===== src/rtl/ubm_pkg.sv =====
// shared constants and frame helpers for the address-filtering serial link
// Behaviour
// - filter on drops frames without address mark
// - frame type is first stop or ninth bit
// - frame type one means address, zero data
// - transmitter ignores the address filter bit
// - master sends nine-bit frames, ninth marks address
// - slave software toggles filter around its data
// - five-to-eight bit sender uses two stop bits
// - data location: writes transmit, reads receive
// - unused upper bits ignored on send, zero on receive
// - data write ignored while transmit buffer full
// - buffered byte loads shifter when idle, shifts out
// - receive buffer is two-entry fifo, read advances
// - receive flag means unread data; disable flushes
// - transmit-done sets at frame end, buffer empty
// - buffer-empty flag high when writable, after reset
// - frame error follows head entry until read
// - overrun when fifo full, shifter full, start seen
// - parity error follows head entry when checked
// - double speed halves divisor, sixteen to eight
// - software writes zeros into error flag positions
// - filter unavailable in enhanced serial mode
// - software reads ninth bit before low byte
// - software writes ninth bit before low byte
package ubm_pkg;
    localparam int          REG_AW         = 3;
    // device register map
    localparam logic [2:0]  ADDR_DATA      = 3'h0;
    localparam logic [2:0]  ADDR_CSA       = 3'h1;
    localparam logic [2:0]  ADDR_CSB       = 3'h2;
    localparam logic [2:0]  ADDR_CSC       = 3'h3;
    localparam logic [2:0]  ADDR_BAUD      = 3'h4;
    // serial_control_status_a bits
    localparam int          BIT_RX_DONE    = 7;
    localparam int          BIT_TX_DONE    = 6;
    localparam int          BIT_TX_EMPTY   = 5;
    localparam int          BIT_FRAME_ERR  = 4;
    localparam int          BIT_OVERRUN    = 3;
    localparam int          BIT_PARITY_ERR = 2;
    localparam int          BIT_DBL_SPEED  = 1;
    localparam int          BIT_FILTER     = 0;
    // control b bits
    localparam int          BIT_RX_EN      = 4;
    localparam int          BIT_TX_EN      = 3;
    localparam int          BIT_SIZE_HI    = 2;
    localparam int          BIT_RX_NINTH   = 1;
    localparam int          BIT_TX_NINTH   = 0;
    // control c bits
    localparam int          BIT_ENHANCED   = 7;
    localparam int          BIT_PAR_EN     = 5;
    localparam int          BIT_PAR_ODD    = 4;
    localparam int          BIT_STOP_SEL   = 3;
    localparam int          BIT_SIZE_LO    = 1;
    localparam logic [7:0]  CSC_RESET      = 8'h06;
    localparam logic [7:0]  BAUD_RESET     = 8'h00;
    localparam logic [2:0]  SIZE_NINE      = 3'h7;
    // oversampling: last sample index and mid point
    localparam logic [3:0]  OS_LAST_NORM   = 4'hf;
    localparam logic [3:0]  OS_LAST_DBL    = 4'h7;
    localparam logic [3:0]  OS_HALF_NORM   = 4'h7;
    localparam logic [3:0]  OS_HALF_DBL    = 4'h3;
    // receive fifo entry layout
    localparam int          ENT_FE         = 9;
    localparam int          ENT_PE         = 10;
    // master register map
    localparam logic [2:0]  M_ADDR_DATA    = 3'h0;
    localparam logic [2:0]  M_ADDR_CTRL    = 3'h1;
    localparam logic [2:0]  M_ADDR_BAUD    = 3'h2;
    localparam int          M_BIT_TYPE     = 3;
    localparam int          M_BIT_PAR_EN   = 5;
    localparam int          M_BIT_PAR_ODD  = 4;
    localparam int          M_BIT_DBL      = 6;
    localparam logic [7:0]  M_CTRL_RESET   = 8'h07;

    function automatic logic [3:0] data_bits(input logic [2:0] code);
        return (code == SIZE_NINE) ? 4'h9 : 4'h5 + {2'b00, code[1:0]};
    endfunction

    function automatic logic [8:0] mask_bits(input logic [8:0] d, input logic [3:0] n);
        return d & ~(9'h1ff << n);
    endfunction

    // start bit, n data bits lsb first, optional parity, ones above
    function automatic logic [12:0] build_frame(input logic [8:0] d, input logic [3:0] n,
                                                input logic pe, input logic odd);
        logic [12:0] w;
        logic        p;
        w = 13'h1ffe;
        p = odd;
        for (int i = 0; i < 9; i++) begin
            if (i < n) begin
                w[i+1] = d[i];
                p      = p ^ d[i];
            end
        end
        if (pe) begin
            w[n+4'h1] = p;
        end
        return w;
    endfunction
endpackage


===== src/rtl/ubm_link_if.sv =====
// serial line pair between the filtering device and the bus master
interface ubm_link_if;
    logic devTx;
    logic hostTx;
    modport device (output devTx,  input hostTx);
    modport host   (output hostTx, input devTx);
endinterface


===== src/rtl/ubm_device.sv =====
// filtering serial transceiver: data buffers, status flags, address filter
//
// Added by the designer: the register addresses and the plain strobed port.
module ubm_device (
    input  wire logic                       clk_sys,
    input  wire logic                       rstn,
    ubm_link_if.device                      link,
    input  wire logic [ubm_pkg::REG_AW-1:0] addr,
    input  wire logic [7:0]                 wdata,
    input  wire logic                       wr,
    input  wire logic                       rd,
    output logic      [7:0]                 rdata
);
    import ubm_pkg::*;

    typedef enum logic [3:0] {
        RX_IDLE  = 4'b0001,
        RX_START = 4'b0010,
        RX_BITS  = 4'b0100,
        RX_STOP  = 4'b1000
    } ubm_rx_state_t;

    // ------------------------------------------------------------
    // control registers
    // ------------------------------------------------------------
    logic       filter_q, dbl_q, rxEn_q, txEn_q, sizeHi_q, txNinth_q;
    logic       enh_q, parEn_q, parOdd_q, stopSel_q;
    logic [1:0] sizeLo_q;
    logic [7:0] baud_q;
    logic       wrData, wrCsa, wrCsb, wrCsc, wrBaud;

    always_comb begin
        wrData = 1'b0;
        wrCsa  = 1'b0;
        wrCsb  = 1'b0;
        wrCsc  = 1'b0;
        wrBaud = 1'b0;
        if (addr == ADDR_DATA) begin
            wrData = wr;
        end else if (addr == ADDR_CSA) begin
            wrCsa = wr;
        end else if (addr == ADDR_CSB) begin
            wrCsb = wr;
        end else if (addr == ADDR_CSC) begin
            wrCsc = wr;
        end else if (addr == ADDR_BAUD) begin
            wrBaud = wr;
        end
    end

    // error positions of a status write are dropped
    always_ff @(posedge clk_sys or negedge rstn) begin
        if (!rstn) begin
            filter_q  <= 1'b0;
            dbl_q     <= 1'b0;
            rxEn_q    <= 1'b0;
            txEn_q    <= 1'b0;
            sizeHi_q  <= 1'b0;
            txNinth_q <= 1'b0;
            enh_q     <= CSC_RESET[BIT_ENHANCED];
            parEn_q   <= CSC_RESET[BIT_PAR_EN];
            parOdd_q  <= CSC_RESET[BIT_PAR_ODD];
            stopSel_q <= CSC_RESET[BIT_STOP_SEL];
            sizeLo_q  <= CSC_RESET[BIT_SIZE_LO+:2];
            baud_q    <= BAUD_RESET;
        end else begin
            if (wrCsa) begin
                filter_q <= wdata[BIT_FILTER];
                dbl_q    <= wdata[BIT_DBL_SPEED];
            end
            if (wrCsb) begin
                rxEn_q    <= wdata[BIT_RX_EN];
                txEn_q    <= wdata[BIT_TX_EN];
                sizeHi_q  <= wdata[BIT_SIZE_HI];
                txNinth_q <= wdata[BIT_TX_NINTH];
            end
            if (wrCsc) begin
                enh_q     <= wdata[BIT_ENHANCED];
                parEn_q   <= wdata[BIT_PAR_EN];
                parOdd_q  <= wdata[BIT_PAR_ODD];
                stopSel_q <= wdata[BIT_STOP_SEL];
                sizeLo_q  <= wdata[BIT_SIZE_LO+:2];
            end
            if (wrBaud) begin
                baud_q <= wdata;
            end
        end
    end

    logic [3:0] nBits, osLast, osHalf;
    logic       isNine, tick;
    logic [7:0] baudCnt_q;
    assign nBits  = data_bits({sizeHi_q, sizeLo_q});
    assign isNine = {sizeHi_q, sizeLo_q} == SIZE_NINE;
    assign osLast = dbl_q ? OS_LAST_DBL : OS_LAST_NORM;
    assign osHalf = dbl_q ? OS_HALF_DBL : OS_HALF_NORM;
    assign tick   = baudCnt_q == 8'h00;

    always_ff @(posedge clk_sys or negedge rstn) begin
        if (!rstn) begin
            baudCnt_q <= 8'h00;
        end else begin
            baudCnt_q <= tick ? baud_q : baudCnt_q - 8'h01;
        end
    end

    // ------------------------------------------------------------
    // transmitter; filter bit has no path here
    // ------------------------------------------------------------
    logic        txBufV_q, txBusy_q, txDone_q, txd_q, load, txEnd;
    logic [8:0]  txBuf_q;
    logic [12:0] txWord_q;
    logic [3:0]  txLeft_q, txCnt_q;
    assign load  = txEn_q && !txBusy_q && txBufV_q;
    assign txEnd = txBusy_q && tick && txCnt_q == osLast && txLeft_q == 4'h1;

    always_ff @(posedge clk_sys or negedge rstn) begin
        if (!rstn) begin
            txBufV_q <= 1'b0;
            txBuf_q  <= 9'h000;
        end else if (load) begin
            txBufV_q <= 1'b0;
        end else if (wrData && !txBufV_q) begin
            txBufV_q <= 1'b1;
            txBuf_q  <= mask_bits({txNinth_q, wdata}, nBits);
        end
    end

    always_ff @(posedge clk_sys or negedge rstn) begin
        if (!rstn) begin
            txBusy_q <= 1'b0;
            txWord_q <= 13'h1fff;
            txLeft_q <= 4'h0;
            txCnt_q  <= 4'h0;
        end else if (load) begin
            txBusy_q <= 1'b1;
            txWord_q <= build_frame(txBuf_q, nBits, parEn_q, parOdd_q);
            txLeft_q <= 4'h1 + nBits + {3'b000, parEn_q} + (stopSel_q ? 4'h2 : 4'h1);
            txCnt_q  <= 4'h0;
        end else if (txBusy_q && tick) begin
            if (txCnt_q == osLast) begin
                txCnt_q  <= 4'h0;
                txWord_q <= {1'b1, txWord_q[12:1]};
                txLeft_q <= txLeft_q - 4'h1;
                txBusy_q <= txLeft_q != 4'h1;
            end else begin
                txCnt_q <= txCnt_q + 4'h1;
            end
        end
    end

    // set beats a one-write clear in the same cycle
    always_ff @(posedge clk_sys or negedge rstn) begin
        if (!rstn) begin
            txDone_q <= 1'b0;
            txd_q    <= 1'b1;
        end else begin
            if (txEnd && !txBufV_q) begin
                txDone_q <= 1'b1;
            end else if (wrCsa && wdata[BIT_TX_DONE]) begin
                txDone_q <= 1'b0;
            end
            txd_q <= txBusy_q ? txWord_q[0] : 1'b1;
        end
    end
    assign link.devTx = txd_q;

    // ------------------------------------------------------------
    // receiver
    // ------------------------------------------------------------
    ubm_rx_state_t rxSt_q;
    logic        rxMeta_q, rxS_q, ovPend_q, frameDone, keep, frameType, parBad;
    logic [3:0]  rxCnt_q, rxIdx_q, rxLast;
    logic [9:0]  rxShift_q;
    logic [8:0]  rxData;
    logic [10:0] newEnt;
    assign rxLast    = nBits + {3'b000, parEn_q} - 4'h1;
    assign frameDone = rxSt_q == RX_STOP && tick && rxCnt_q == osLast;
    assign rxData    = mask_bits(rxShift_q[8:0], nBits);
    assign parBad    = parEn_q && (rxShift_q[nBits] != (parOdd_q ^ (^rxData)));
    assign frameType = isNine ? rxShift_q[8] : rxS_q;
    assign keep      = !(filter_q && !enh_q && !frameType);
    assign newEnt    = {parBad, !rxS_q, rxData};

    // second stage alone feeds the receive logic
    always_ff @(posedge clk_sys or negedge rstn) begin
        if (!rstn) begin
            rxMeta_q <= 1'b1;
            rxS_q    <= 1'b1;
        end else begin
            rxMeta_q <= link.hostTx;
            rxS_q    <= rxMeta_q;
        end
    end

    logic       heldV_q, heldV_d, head_q, head_d;
    logic [1:0] cnt_q, cnt_d;
    logic [10:0] fifo_q [2];
    logic [10:0] fifo_d [2];
    logic [10:0] held_q, held_d;

    always_ff @(posedge clk_sys or negedge rstn) begin
        if (!rstn) begin
            rxSt_q    <= RX_IDLE;
            rxCnt_q   <= 4'h0;
            rxIdx_q   <= 4'h0;
            rxShift_q <= 10'h000;
            ovPend_q  <= 1'b0;
        end else if (!rxEn_q) begin
            rxSt_q <= RX_IDLE;
        end else begin
            case (rxSt_q)
                RX_IDLE: begin
                    if (!rxS_q) begin
                        rxSt_q   <= RX_START;
                        rxCnt_q  <= 4'h0;
                        ovPend_q <= heldV_q;
                    end
                end
                RX_START: begin
                    if (tick) begin
                        if (rxCnt_q != osHalf) begin
                            rxCnt_q <= rxCnt_q + 4'h1;
                        end else if (rxS_q) begin
                            rxSt_q <= RX_IDLE;
                        end else begin
                            rxSt_q    <= RX_BITS;
                            rxCnt_q   <= 4'h0;
                            rxIdx_q   <= 4'h0;
                            rxShift_q <= 10'h000;
                        end
                    end
                end
                RX_BITS: begin
                    if (tick) begin
                        if (rxCnt_q != osLast) begin
                            rxCnt_q <= rxCnt_q + 4'h1;
                        end else begin
                            rxCnt_q            <= 4'h0;
                            rxShift_q[rxIdx_q] <= rxS_q;
                            rxIdx_q            <= rxIdx_q + 4'h1;
                            if (rxIdx_q == rxLast) begin
                                rxSt_q <= RX_STOP;
                            end
                        end
                    end
                end
                RX_STOP: begin
                    if (tick) begin
                        rxCnt_q <= rxCnt_q + 4'h1;
                        if (rxCnt_q == osLast) begin
                            rxSt_q <= RX_IDLE;
                        end
                    end
                end
                default: rxSt_q <= RX_IDLE;
            endcase
        end
    end

    // ------------------------------------------------------------
    // two-entry receive fifo plus the frame waiting in the shifter
    // ------------------------------------------------------------
    logic pop, newV, ovr_q;
    assign pop  = rd && addr == ADDR_DATA && cnt_q != 2'h0;
    assign newV = frameDone && keep;

    always_comb begin
        fifo_d  = fifo_q;
        held_d  = held_q;
        heldV_d = heldV_q;
        cnt_d   = cnt_q - {1'b0, pop};
        head_d  = head_q ^ pop;
        if (heldV_q && cnt_d != 2'h2) begin
            fifo_d[head_d ^ cnt_d[0]] = held_q;
            cnt_d   = cnt_d + 2'h1;
            heldV_d = 1'b0;
        end
        if (newV) begin
            if (cnt_d != 2'h2) begin
                fifo_d[head_d ^ cnt_d[0]] = newEnt;
                cnt_d = cnt_d + 2'h1;
            end else if (!heldV_d) begin
                held_d  = newEnt;
                heldV_d = 1'b1;
            end
        end
        if (!rxEn_q) begin
            cnt_d   = 2'h0;
            heldV_d = 1'b0;
        end
    end

    // a frame whose start saw an overrun sets the flag; it is lost unless a read made room
    always_ff @(posedge clk_sys or negedge rstn) begin
        if (!rstn) begin
            fifo_q  <= '{default: 11'h000};
            held_q  <= 11'h000;
            heldV_q <= 1'b0;
            cnt_q   <= 2'h0;
            head_q  <= 1'b0;
            ovr_q   <= 1'b0;
        end else begin
            fifo_q  <= fifo_d;
            held_q  <= held_d;
            heldV_q <= heldV_d;
            cnt_q   <= cnt_d;
            head_q  <= head_d;
            if (!rxEn_q) begin
                ovr_q <= 1'b0;
            end else if (newV && ovPend_q) begin
                ovr_q <= 1'b1;
            end else if (pop) begin
                ovr_q <= 1'b0;
            end
        end
    end

    // ------------------------------------------------------------
    // read port
    // ------------------------------------------------------------
    logic [10:0] headEnt;
    logic        rxAny;
    assign rxAny   = cnt_q != 2'h0;
    assign headEnt = rxAny ? fifo_q[head_q] : 11'h000;

    // ninth bit read does not advance the fifo
    always_ff @(posedge clk_sys or negedge rstn) begin
        if (!rstn) begin
            rdata <= 8'h00;
        end else if (!rd) begin
            rdata <= 8'h00;
        end else if (addr == ADDR_DATA) begin
            rdata <= headEnt[7:0];
        end else if (addr == ADDR_CSA) begin
            rdata <= {rxAny, txDone_q, !txBufV_q, headEnt[ENT_FE], ovr_q,
                      headEnt[ENT_PE], dbl_q, filter_q};
        end else if (addr == ADDR_CSB) begin
            rdata <= {3'b000, rxEn_q, txEn_q, sizeHi_q, headEnt[8], txNinth_q};
        end else if (addr == ADDR_CSC) begin
            rdata <= {enh_q, 1'b0, parEn_q, parOdd_q, stopSel_q, sizeLo_q, 1'b0};
        end else if (addr == ADDR_BAUD) begin
            rdata <= baud_q;
        end else begin
            rdata <= 8'h00;
        end
    end
endmodule


===== src/flat_wrapper.sv =====
// flat-port wrapper written by rule: the top's interface ports become plain ports
module ubm_device_flat import ubm_pkg::*;
  (clk_sys, rstn, addr, wdata, wr, rd, rdata, link_devTx, link_hostTx);
  ubm_link_if link_i ();
  input  wire logic clk_sys;
  input  wire logic rstn;
  input  wire logic [ubm_pkg::REG_AW-1:0] addr;
  input  wire logic [7:0] wdata;
  input  wire logic wr;
  input  wire logic rd;
  output logic      [7:0] rdata;
  output wire logic [$bits(link_i.devTx)-1:0] link_devTx;
  input wire logic [$bits(link_i.hostTx)-1:0] link_hostTx;
  assign link_devTx = link_i.devTx;
  assign link_i.hostTx = link_hostTx;
  ubm_device u_core (.clk_sys(clk_sys), .rstn(rstn), .link(link_i), .addr(addr), .wdata(wdata), .wr(wr), .rd(rd), .rdata(rdata));
endmodule

===== config.mk =====
export PLATFORM = sky130hd
export DESIGN_NAME = ubm_device_flat
export DESIGN_NICKNAME = d
export VERILOG_FILES = /design/src/rtl/ubm_pkg.sv /design/src/rtl/ubm_link_if.sv /design/src/rtl/ubm_device.sv /design/src/flat_wrapper.sv
export SDC_FILE = /design/constraint.sdc
export NUM_CORES = 1
export LEC_CHECK = 0
export BUFFER_PORTS_ARGS = -buffer_cell sky130_fd_sc_hd__buf_4
export CORE_MARGIN = 1.5
export CORE_UTILIZATION = 45
export CTS_CLUSTER_DIAMETER = 200
export DETAILED_ROUTE_END_ITERATION = 8
export GPL_ROUTABILITY_DRIVEN = 0
export GPL_TIMING_DRIVEN = 0
export RECOVER_POWER = 25
export SLEW_MARGIN = 10
export SYNTH_ARGS = -nofsm -noshare
export SYNTH_HDL_FRONTEND = slang
export SYNTH_SLANG_ARGS = --single-unit

===== constraint.sdc =====
create_clock -name clk_sys -period 3.6 [get_ports clk_sys]
set_input_delay 0.36 -clock clk_sys [delete_from_list [all_inputs] [get_ports clk_sys]]
set_output_delay 0.36 -clock clk_sys [all_outputs]
set_load 0.02 [all_outputs]

==> out/qor.txt, run 1 <==
Starting Density -> 46.0%
Part of the cycle the worst path needs -> 95.0%
P&R area growth vs syn -> 14.3%
Share of layout cells above drive strength 1 -> 17.9%
Final setup fails -> 0
Total GRT Usage -> 23.3%
Syn Nets -> 816
Worst-path fanout max -> 10
Routed len/inst -> 18.8 um
Max cap viols -> 1
Seq cells post-synth -> 133
Antenna Cells -> 0
FMAX -> 292 MHz
CTS Buffer Depth -> 2
Final Skew -> 0.00755 ns
Met2 Wirelength -> 9320 um
Final WS setup -> 0.178 ns
Port bufs -> 22
YS warnings -> 0
Root buffer cell -> clkbuf_16
Post-route minimum period -> 3.42 ns
FP Rows -> 47
Vias/cell -> 5.63
Netlist cell types -> 76
Hold Worst Slack -> 0.0500 ns
Pre-CTS WS -> -0.105 ns
Drt pass-1 iters -> 7
Average cell area after synthesis -> 9.81 sq um
Peak supply drop -> 0.346 mV
Clk sinks -> 133
Area fraction of the dominant cell type after synthesis -> 37.5%
Failing checks -> capacitance limit, slew limit
Initial antenna violation count -> 0
Setup crit start kind -> flip-flop
# DRC -> 0
Final Hold Fails -> 0
Total number of vias -> 5913
Seq/Total Area, Yosys -> 44.1%
Max Transition Viols Final -> 61
RSZ-0062 raised after global routing -> no
Critical path type -> reg -> reg
Synthesized netlist cell count -> 775
Core Area -> 16500 sq um
Max Used Layer -> met4
M1 WL -> 9030 um
Register-to-register setup slack -> 0.18 ns
Crit path arrival time -> 3.72 ns
Met3 wire length -> 789 um
Pwr dens -> 607 nW/um^2
Final Cell Area -> 8700 sq um
Static leakage -> 3.78 nW
WL final -> 19700 um
Worst Hold Class -> in -> reg
Post-synth EDFFs -> 0
Status -> finished, violations left
Io pins -> 25
Total power -> 5.28 mW
Post-route ant nets -> 0
FF-to-FF Start -> u_core.cnt_q[1]
Largest net degree at the start of global routing -> 74
CTS tree -> yes
CTS H-tree lvls -> 4
Crit. End Element -> flip-flop
Synth area leader -> dfrtp_1
Iteration-0 DRC Markers -> 363
DP Wirelength -> 14400 um
Asr flop ratio synth -> 100%
Vias in the first global route -> 5999
Rel. slew slack -> -8.32%
Reg clk slew, reported paths -> 0.06 ns
Total global routing overflow -> 0
Leading post-synthesis cells by cell area -> dfrtp_1 (38%), dfstp_2 (6.6%), mux2_2 (6.2%)
Mapped cell area -> 7610 sq um
Min-delay src -> link_hostTx
Cts bufs inserted -> 17
Top_reg_cell synth -> dfrtp_1
WP data required -> 3.90 ns
Die area -> 17700 sq um
Slew @ Worst Pin -> 1.62 ns
First-pass GRT wire length -> 32000 um
Clk_lat worst skew -> 0.42 ns
Final-stage net count -> 859
Cell Area, Placed -> 8080 sq um
Height of the die -> 133 um
Die X -> 133 um
Critical Path Start -> u_core.cnt_q[1]
## registers in the layout, indices dropped and copies added (netlist names), 2 cells and up
name and cells:
u_core.baudCnt_q 8, u_core.baud_q 8, u_core.cnt_q 2, u_core.fifo_q 22, u_core.held_q 11, u_core.rdata 8
u_core.rxCnt_q 4, u_core.rxIdx_q 4, u_core.rxShift_q 10, u_core.rxSt_q 4, u_core.sizeLo_q 2, u_core.txBuf_q 9
u_core.txCnt_q 4, u_core.txLeft_q 4, u_core.txWord_q 13
## worst paths after layout
path / endpoint / depth (start not counted)
setup / recovery: u_core.fifo_q[20] / 14
hold / removal: u_core.rxMeta_q / 1
setup reg to reg: u_core.fifo_q[20] / 14
hold reg to reg: u_core.rxS_q / 0
max in group asynchronous: u_core.sizeLo_q[0] / 3
min in group asynchronous: u_core.fifo_q[11] / 2
## metrics by stage
| stage | cells | setup TNS, ns | util (%) |
|---|---|---|---|
| 3_5_place_dp | 1018 | -0.603 | 48.9 |
| 2_1_floorplan | 775 | 0 | - |
| 4_1_cts | 1050 | 0 | 52.6 |
| 5_1_grt | 1051 | 0 | 52.6 |
| 3_3_place_gp | 1017 | -0.0548 | 48.7 |
| 6_report | 1051 | 0 | 52.6 |
## cells in the final DEF (no fill, tap or decap), types with 13 or more instances in the layout
cell and count:
o21ai_0 56, inv_1 27, nor2b_1 13, xnor2_1 27, clkbuf_1 25, ha_1 23, dfrtp_1 114, mux2i_1 41
nor2_1 50, nand2_1 96, xor2_1 13, dfstp_2 19, clkbuf_16 17, mux2_2 42, buf_4 18, nor3_1 15
nand3_1 15, a21oi_1 73
## cell families after synthesis
family                     after synthesis  share of synthesized area (%)
xor gates and xnor gates                42                           5.02
adders and majority gates               25                           4.31
buffers and inverters                   66                           4.23
muxes                                   84                           11.9
and+or+nand+nor                        249                           16.6
AOI/OAI and AO/OA                      176                           13.9
DFF                                    133                           44.1
## metal layers
layer	global-route usage (%)	vias to the layer above
met3	4.29	38
met2	37.7	148
met5	0	-
li1	-	2805
met1	31.0	2922
met4	9.46	0
## what timing repair did
action | in CTS | in global routing
buffers inserted | 0 | 1
gates resized for setup | 0 | 3
hold buffers | 1 | 0
endpoints found under the hold margin | 57 | 0
setup endpoints to repair | 3 | 19
## area by class of cell
type                    instances  area (sq um)
fillers                      1464          7830
multi-input cells             576          3940
flip-flops and latches        133          3350
clock buffers                  18           439
well taps                     220           275
plain buffers                  38           215
repair buffers                 25           196
clock inverters                14           175
inverters                      27           101
## power breakdown
group	switching, mW	internal [mW]	total, mW
clock network	0.682	1.11	1.80
registers	0.271	1.82	2.09
logic	0.753	0.639	1.39
total	1.71	3.57	5.28
## critical path, cell delays in order, from the launching register on
cell      delay [ns]
dfrtp_1         0.41
o21a_2          0.31
nand2_1         0.16
inv_1           0.06
ha_1            0.20
xor2_1          0.22
ha_1            0.21
nand2b_1        0.24
mux2_2          0.40
ha_1            0.24
or3_1           0.40
buf_6           0.16
buf_8           0.15
nor2_1          0.09
a21oi_1         0.05
## synthesized netlist by cell type (all sizes together) (5+ instances only)
| cell | instances |
|---|---|
| ha | 23 |
| nor4b | 6 |
| buf | 16 |
| and2 | 6 |
| inv | 27 |
| clkbuf | 23 |
| nand2b | 12 |
| a21oi | 75 |
| dfstp | 19 |
| nor2 | 50 |
| nor2b | 13 |
| xor2 | 14 |
| a211oi | 5 |
| nand3 | 16 |
| xnor2 | 27 |
| dfrtp | 114 |
| nand2 | 97 |
| mux2 | 42 |
| o21ai | 57 |
| nor3 | 15 |
| mux2i | 41 |
| a31oi | 6 |
| and3 | 7 |
No activity file was read; power rests on OpenSTA's default activity.
==> run 2: changes to the inputs <==
--- a/config.mk
+++ b/config.mk
@@ -12,6 +12,7 @@
 export DETAILED_ROUTE_END_ITERATION = 8
 export GPL_ROUTABILITY_DRIVEN = 0
 export GPL_TIMING_DRIVEN = 0
+export PLACE_DENSITY = 0.63
 export RECOVER_POWER = 25
 export SLEW_MARGIN = 10
 export SYNTH_ARGS = -nofsm -noshare
==> run 2 against run 1 <==
Maximum frequency fell by 0.21%. Critical path depth did not move. Register-to-register slack barely moved. Via count rose by 2.0%. Clock skew rose by 0.0010 ns. The run still ends with capacitance limit, slew limit left.
==> out/qor.txt, run 2 (synthesis results as in run 1) <==
Status -> finished, violations left (unchanged)
Failing checks -> capacitance limit, slew limit (unchanged)
Dpl cells -> 1018 (unchanged)
Final Cell Area -> 8660 sq um (was 8700 sq um)
Largest net degree at the start of global routing -> 70 (was 74)
Final Skew -> 0.00856 ns (was 0.00755 ns)
Rel. slew slack -> -11.4% (was -8.32%)
Worst Hold Class -> in -> reg (unchanged)
Max Transition Viols Final -> 65 (was 61)
Critical path type -> reg -> reg (unchanged)
Reg clk slew, reported paths -> 0.05 ns (was 0.06 ns)
Initial antenna violation count -> 0 (unchanged)
CTS tree -> yes (unchanged)
First-pass GRT wire length -> 32300 um (was 32000 um)
Post-CTS setup buffer count -> 0 (unchanged)
Crit. End Element -> flip-flop (unchanged)
Max reg flops -> 22 (unchanged)
P&R area growth vs syn -> 13.8% (was 14.3%)
Die area -> 17700 sq um (unchanged)
Part of the cycle the worst path needs -> 95.3% (was 95.0%)
Antenna Cells -> 0 (unchanged)
Vias in the first global route -> 6083 (was 5999)
Crit path arrival time -> 3.72 ns (about the same)
DP Wirelength -> 14300 um (was 14400 um)
Hold EP -> u_core.rxMeta_q (unchanged)
FMAX -> 292 MHz (about the same)
Pwr dens -> 591 nW/um^2 (was 607 nW/um^2)
FF-to-FF Start -> u_core.cnt_q[1] (unchanged)
Total number of vias -> 6032 (was 5913)
# DRC -> 0 (unchanged)
Final-stage net count -> 858 (was 859)
Commonest non-fill, non-tap cell in the layout -> dfrtp_1 (unchanged)
Cells on worst reg2reg path -> 14 (unchanged)
Cell Area, Placed -> 8080 sq um (unchanged)
WP data required -> 3.89 ns (was 3.90 ns)
Worst Hold Path Cells -> 1 (unchanged)
Post-route ant nets -> 0 (unchanged)
Register-to-register setup slack -> 0.17 ns (was 0.18 ns)
Max cap viols -> 1 (unchanged)
Most frequent cells in the layout -> dfrtp_1 (114), nand2_1 (95), a21oi_1 (73) (was dfrtp_1 (114), nand2_1 (96), a21oi_1 (73))
Peak supply drop -> 0.357 mV (was 0.346 mV)
WL final -> 19700 um (about the same)
Slew @ Worst Pin -> 1.67 ns (was 1.62 ns)
Cts bufs inserted -> 17 (unchanged)
Port bufs -> 22 (unchanged)
Root buffer cell -> clkbuf_16 (unchanged)
Most flops, register -> u_core.fifo_q (unchanged)
FP Rows -> 47 (unchanged)
Drt pass-1 iters -> 7 (unchanged)
Static leakage -> 3.76 nW (was 3.78 nW)
Share of layout cells above drive strength 1 -> 18.0% (was 17.9%)
Io pins -> 25 (unchanged)
Min-delay src -> link_hostTx (unchanged)
Vias/cell -> 5.74 (was 5.63)
Height of the die -> 133 um (unchanged)
Largest regs -> u_core.fifo_q: 22 flops, u_core.txWord_q: 13 flops, u_core.held_q: 11 flops (unchanged)
Core Area -> 16500 sq um (unchanged)
Iteration-0 DRC Markers -> 405 (was 363)
Clk_lat worst skew -> 0.42 ns (about the same)
Total global routing overflow -> 0 (unchanged)
CTS H-tree lvls -> 4 (unchanged)
Final Hold Fails -> 0 (unchanged)
Final std cells w/o fill -> 1050 (was 1051)
Finished Core Util -> 52.4% (was 52.6%)
Post-route minimum period -> 3.43 ns (was 3.42 ns)
RSZ-0062 raised after global routing -> no (unchanged)
Routed len/inst -> 18.8 um (about the same)
Worst-path fanout max -> 10 (unchanged)
Total GRT Usage -> 23.4% (was 23.3%)
Die X -> 133 um (unchanged)
Setup crit start kind -> flip-flop (unchanged)
Final setup fails -> 0 (unchanged)
Clk sinks -> 133 (unchanged)
Crit Reg-Reg Endpoint -> u_core.fifo_q[20] (unchanged)
CTS Buffer Depth -> 2 (unchanged)
Starting Density -> 46.0% (unchanged)
-- run 2: changes by cell type in the layout (fill, tap and decap cells not counted) --
cell | before | now
nand2_2 | 0 | 1
inv_6 | 3 | 0
buf_4 | 18 | 19
a311oi_2 | 0 | 1
nand2_1 | 96 | 95
a311oi_1 | 3 | 2
ha_2 | 0 | 1
ha_1 | 23 | 22
clkinv_2 | 2 | 5
clkinv_4 | 3 | 0
bufinv_16 | 3 | 2
clkbuf_1 | 25 | 27
-- run 2: per-stage QoR --
stage | hold slack (ns) | TNS (ns) | worst slack [ns] | power (mW)
2_1_floorplan | 0.0644 | 0 | 0.461 | 3.02
3_3_place_gp | 0.347 | -0.334 | -0.0798 | 3.38
3_5_place_dp | 0.350 | -0.936 | -0.134 | 3.43
4_1_cts | 0.0347 | 0 | 0.102 | 5.11
5_1_grt | 0.0294 | 0 | 0.0373 | 5.40
6_report | 0.0537 | 0 | 0.171 | 5.12
-- run 2: worst max-delay path by stage --
stage / startpoint / to / slack (ns)
after floorplan: addr[2] / u_core.fifo_q[21] / 0.46
after global placement: addr[2] / u_core.fifo_q[20] / -0.08
after detailed placement: addr[2] / u_core.fifo_q[20] / -0.13
after CTS: u_core.cnt_q[1] / u_core.fifo_q[20] / 0.10
after global routing: u_core.sizeLo_q[0] / u_core.txWord_q[5] / 0.04
final: u_core.cnt_q[1] / u_core.fifo_q[20] / 0.17
-- run 2: area by class of cell --
class                      count  area, sq um
multi-input combinational    576         3950
clock inverter                10          108
sequential                   133         3350
fill                        1457         7870
tap                          220          275
timing repair buffer          24          196
clock buffer                  22          454
buffer                        38          215
inverter                      27          101
-- run 2: power breakdown --
group | total [mW] | switching, mW | internal [mW]
registers | 2.09 | 0.276 | 1.82
clock network | 1.67 | 0.638 | 1.03
logic | 1.35 | 0.749 | 0.605
total | 5.12 | 1.66 | 3.45
-- run 2: what timing repair did --
item,4_1_cts,5_1_grt
gates resized for setup,0,6
hold buffers,1,0
endpoints found under the setup margin,3,24
hold endpoints to repair,61,0
pin swaps,0,0
-- run 2: critical path: stages, from the launching register on --
cell and delay (ns):
dfrtp_1 0.42, o21a_2 0.31, nand2_1 0.17, inv_1 0.06, ha_1 0.20, xor2_1 0.20
ha_1 0.21, nand2b_1 0.24, mux2_2 0.39, ha_1 0.23, or3_1 0.40, buf_6 0.17
buf_8 0.15, nor2_1 0.08, a21oi_1 0.06
-- run 2: metal layers --
metal	track usage, %	wire length (um)
met4	9.04	574
met3	4.71	905
met1	31.6	8860
met2	37.3	9380
met5	0	0
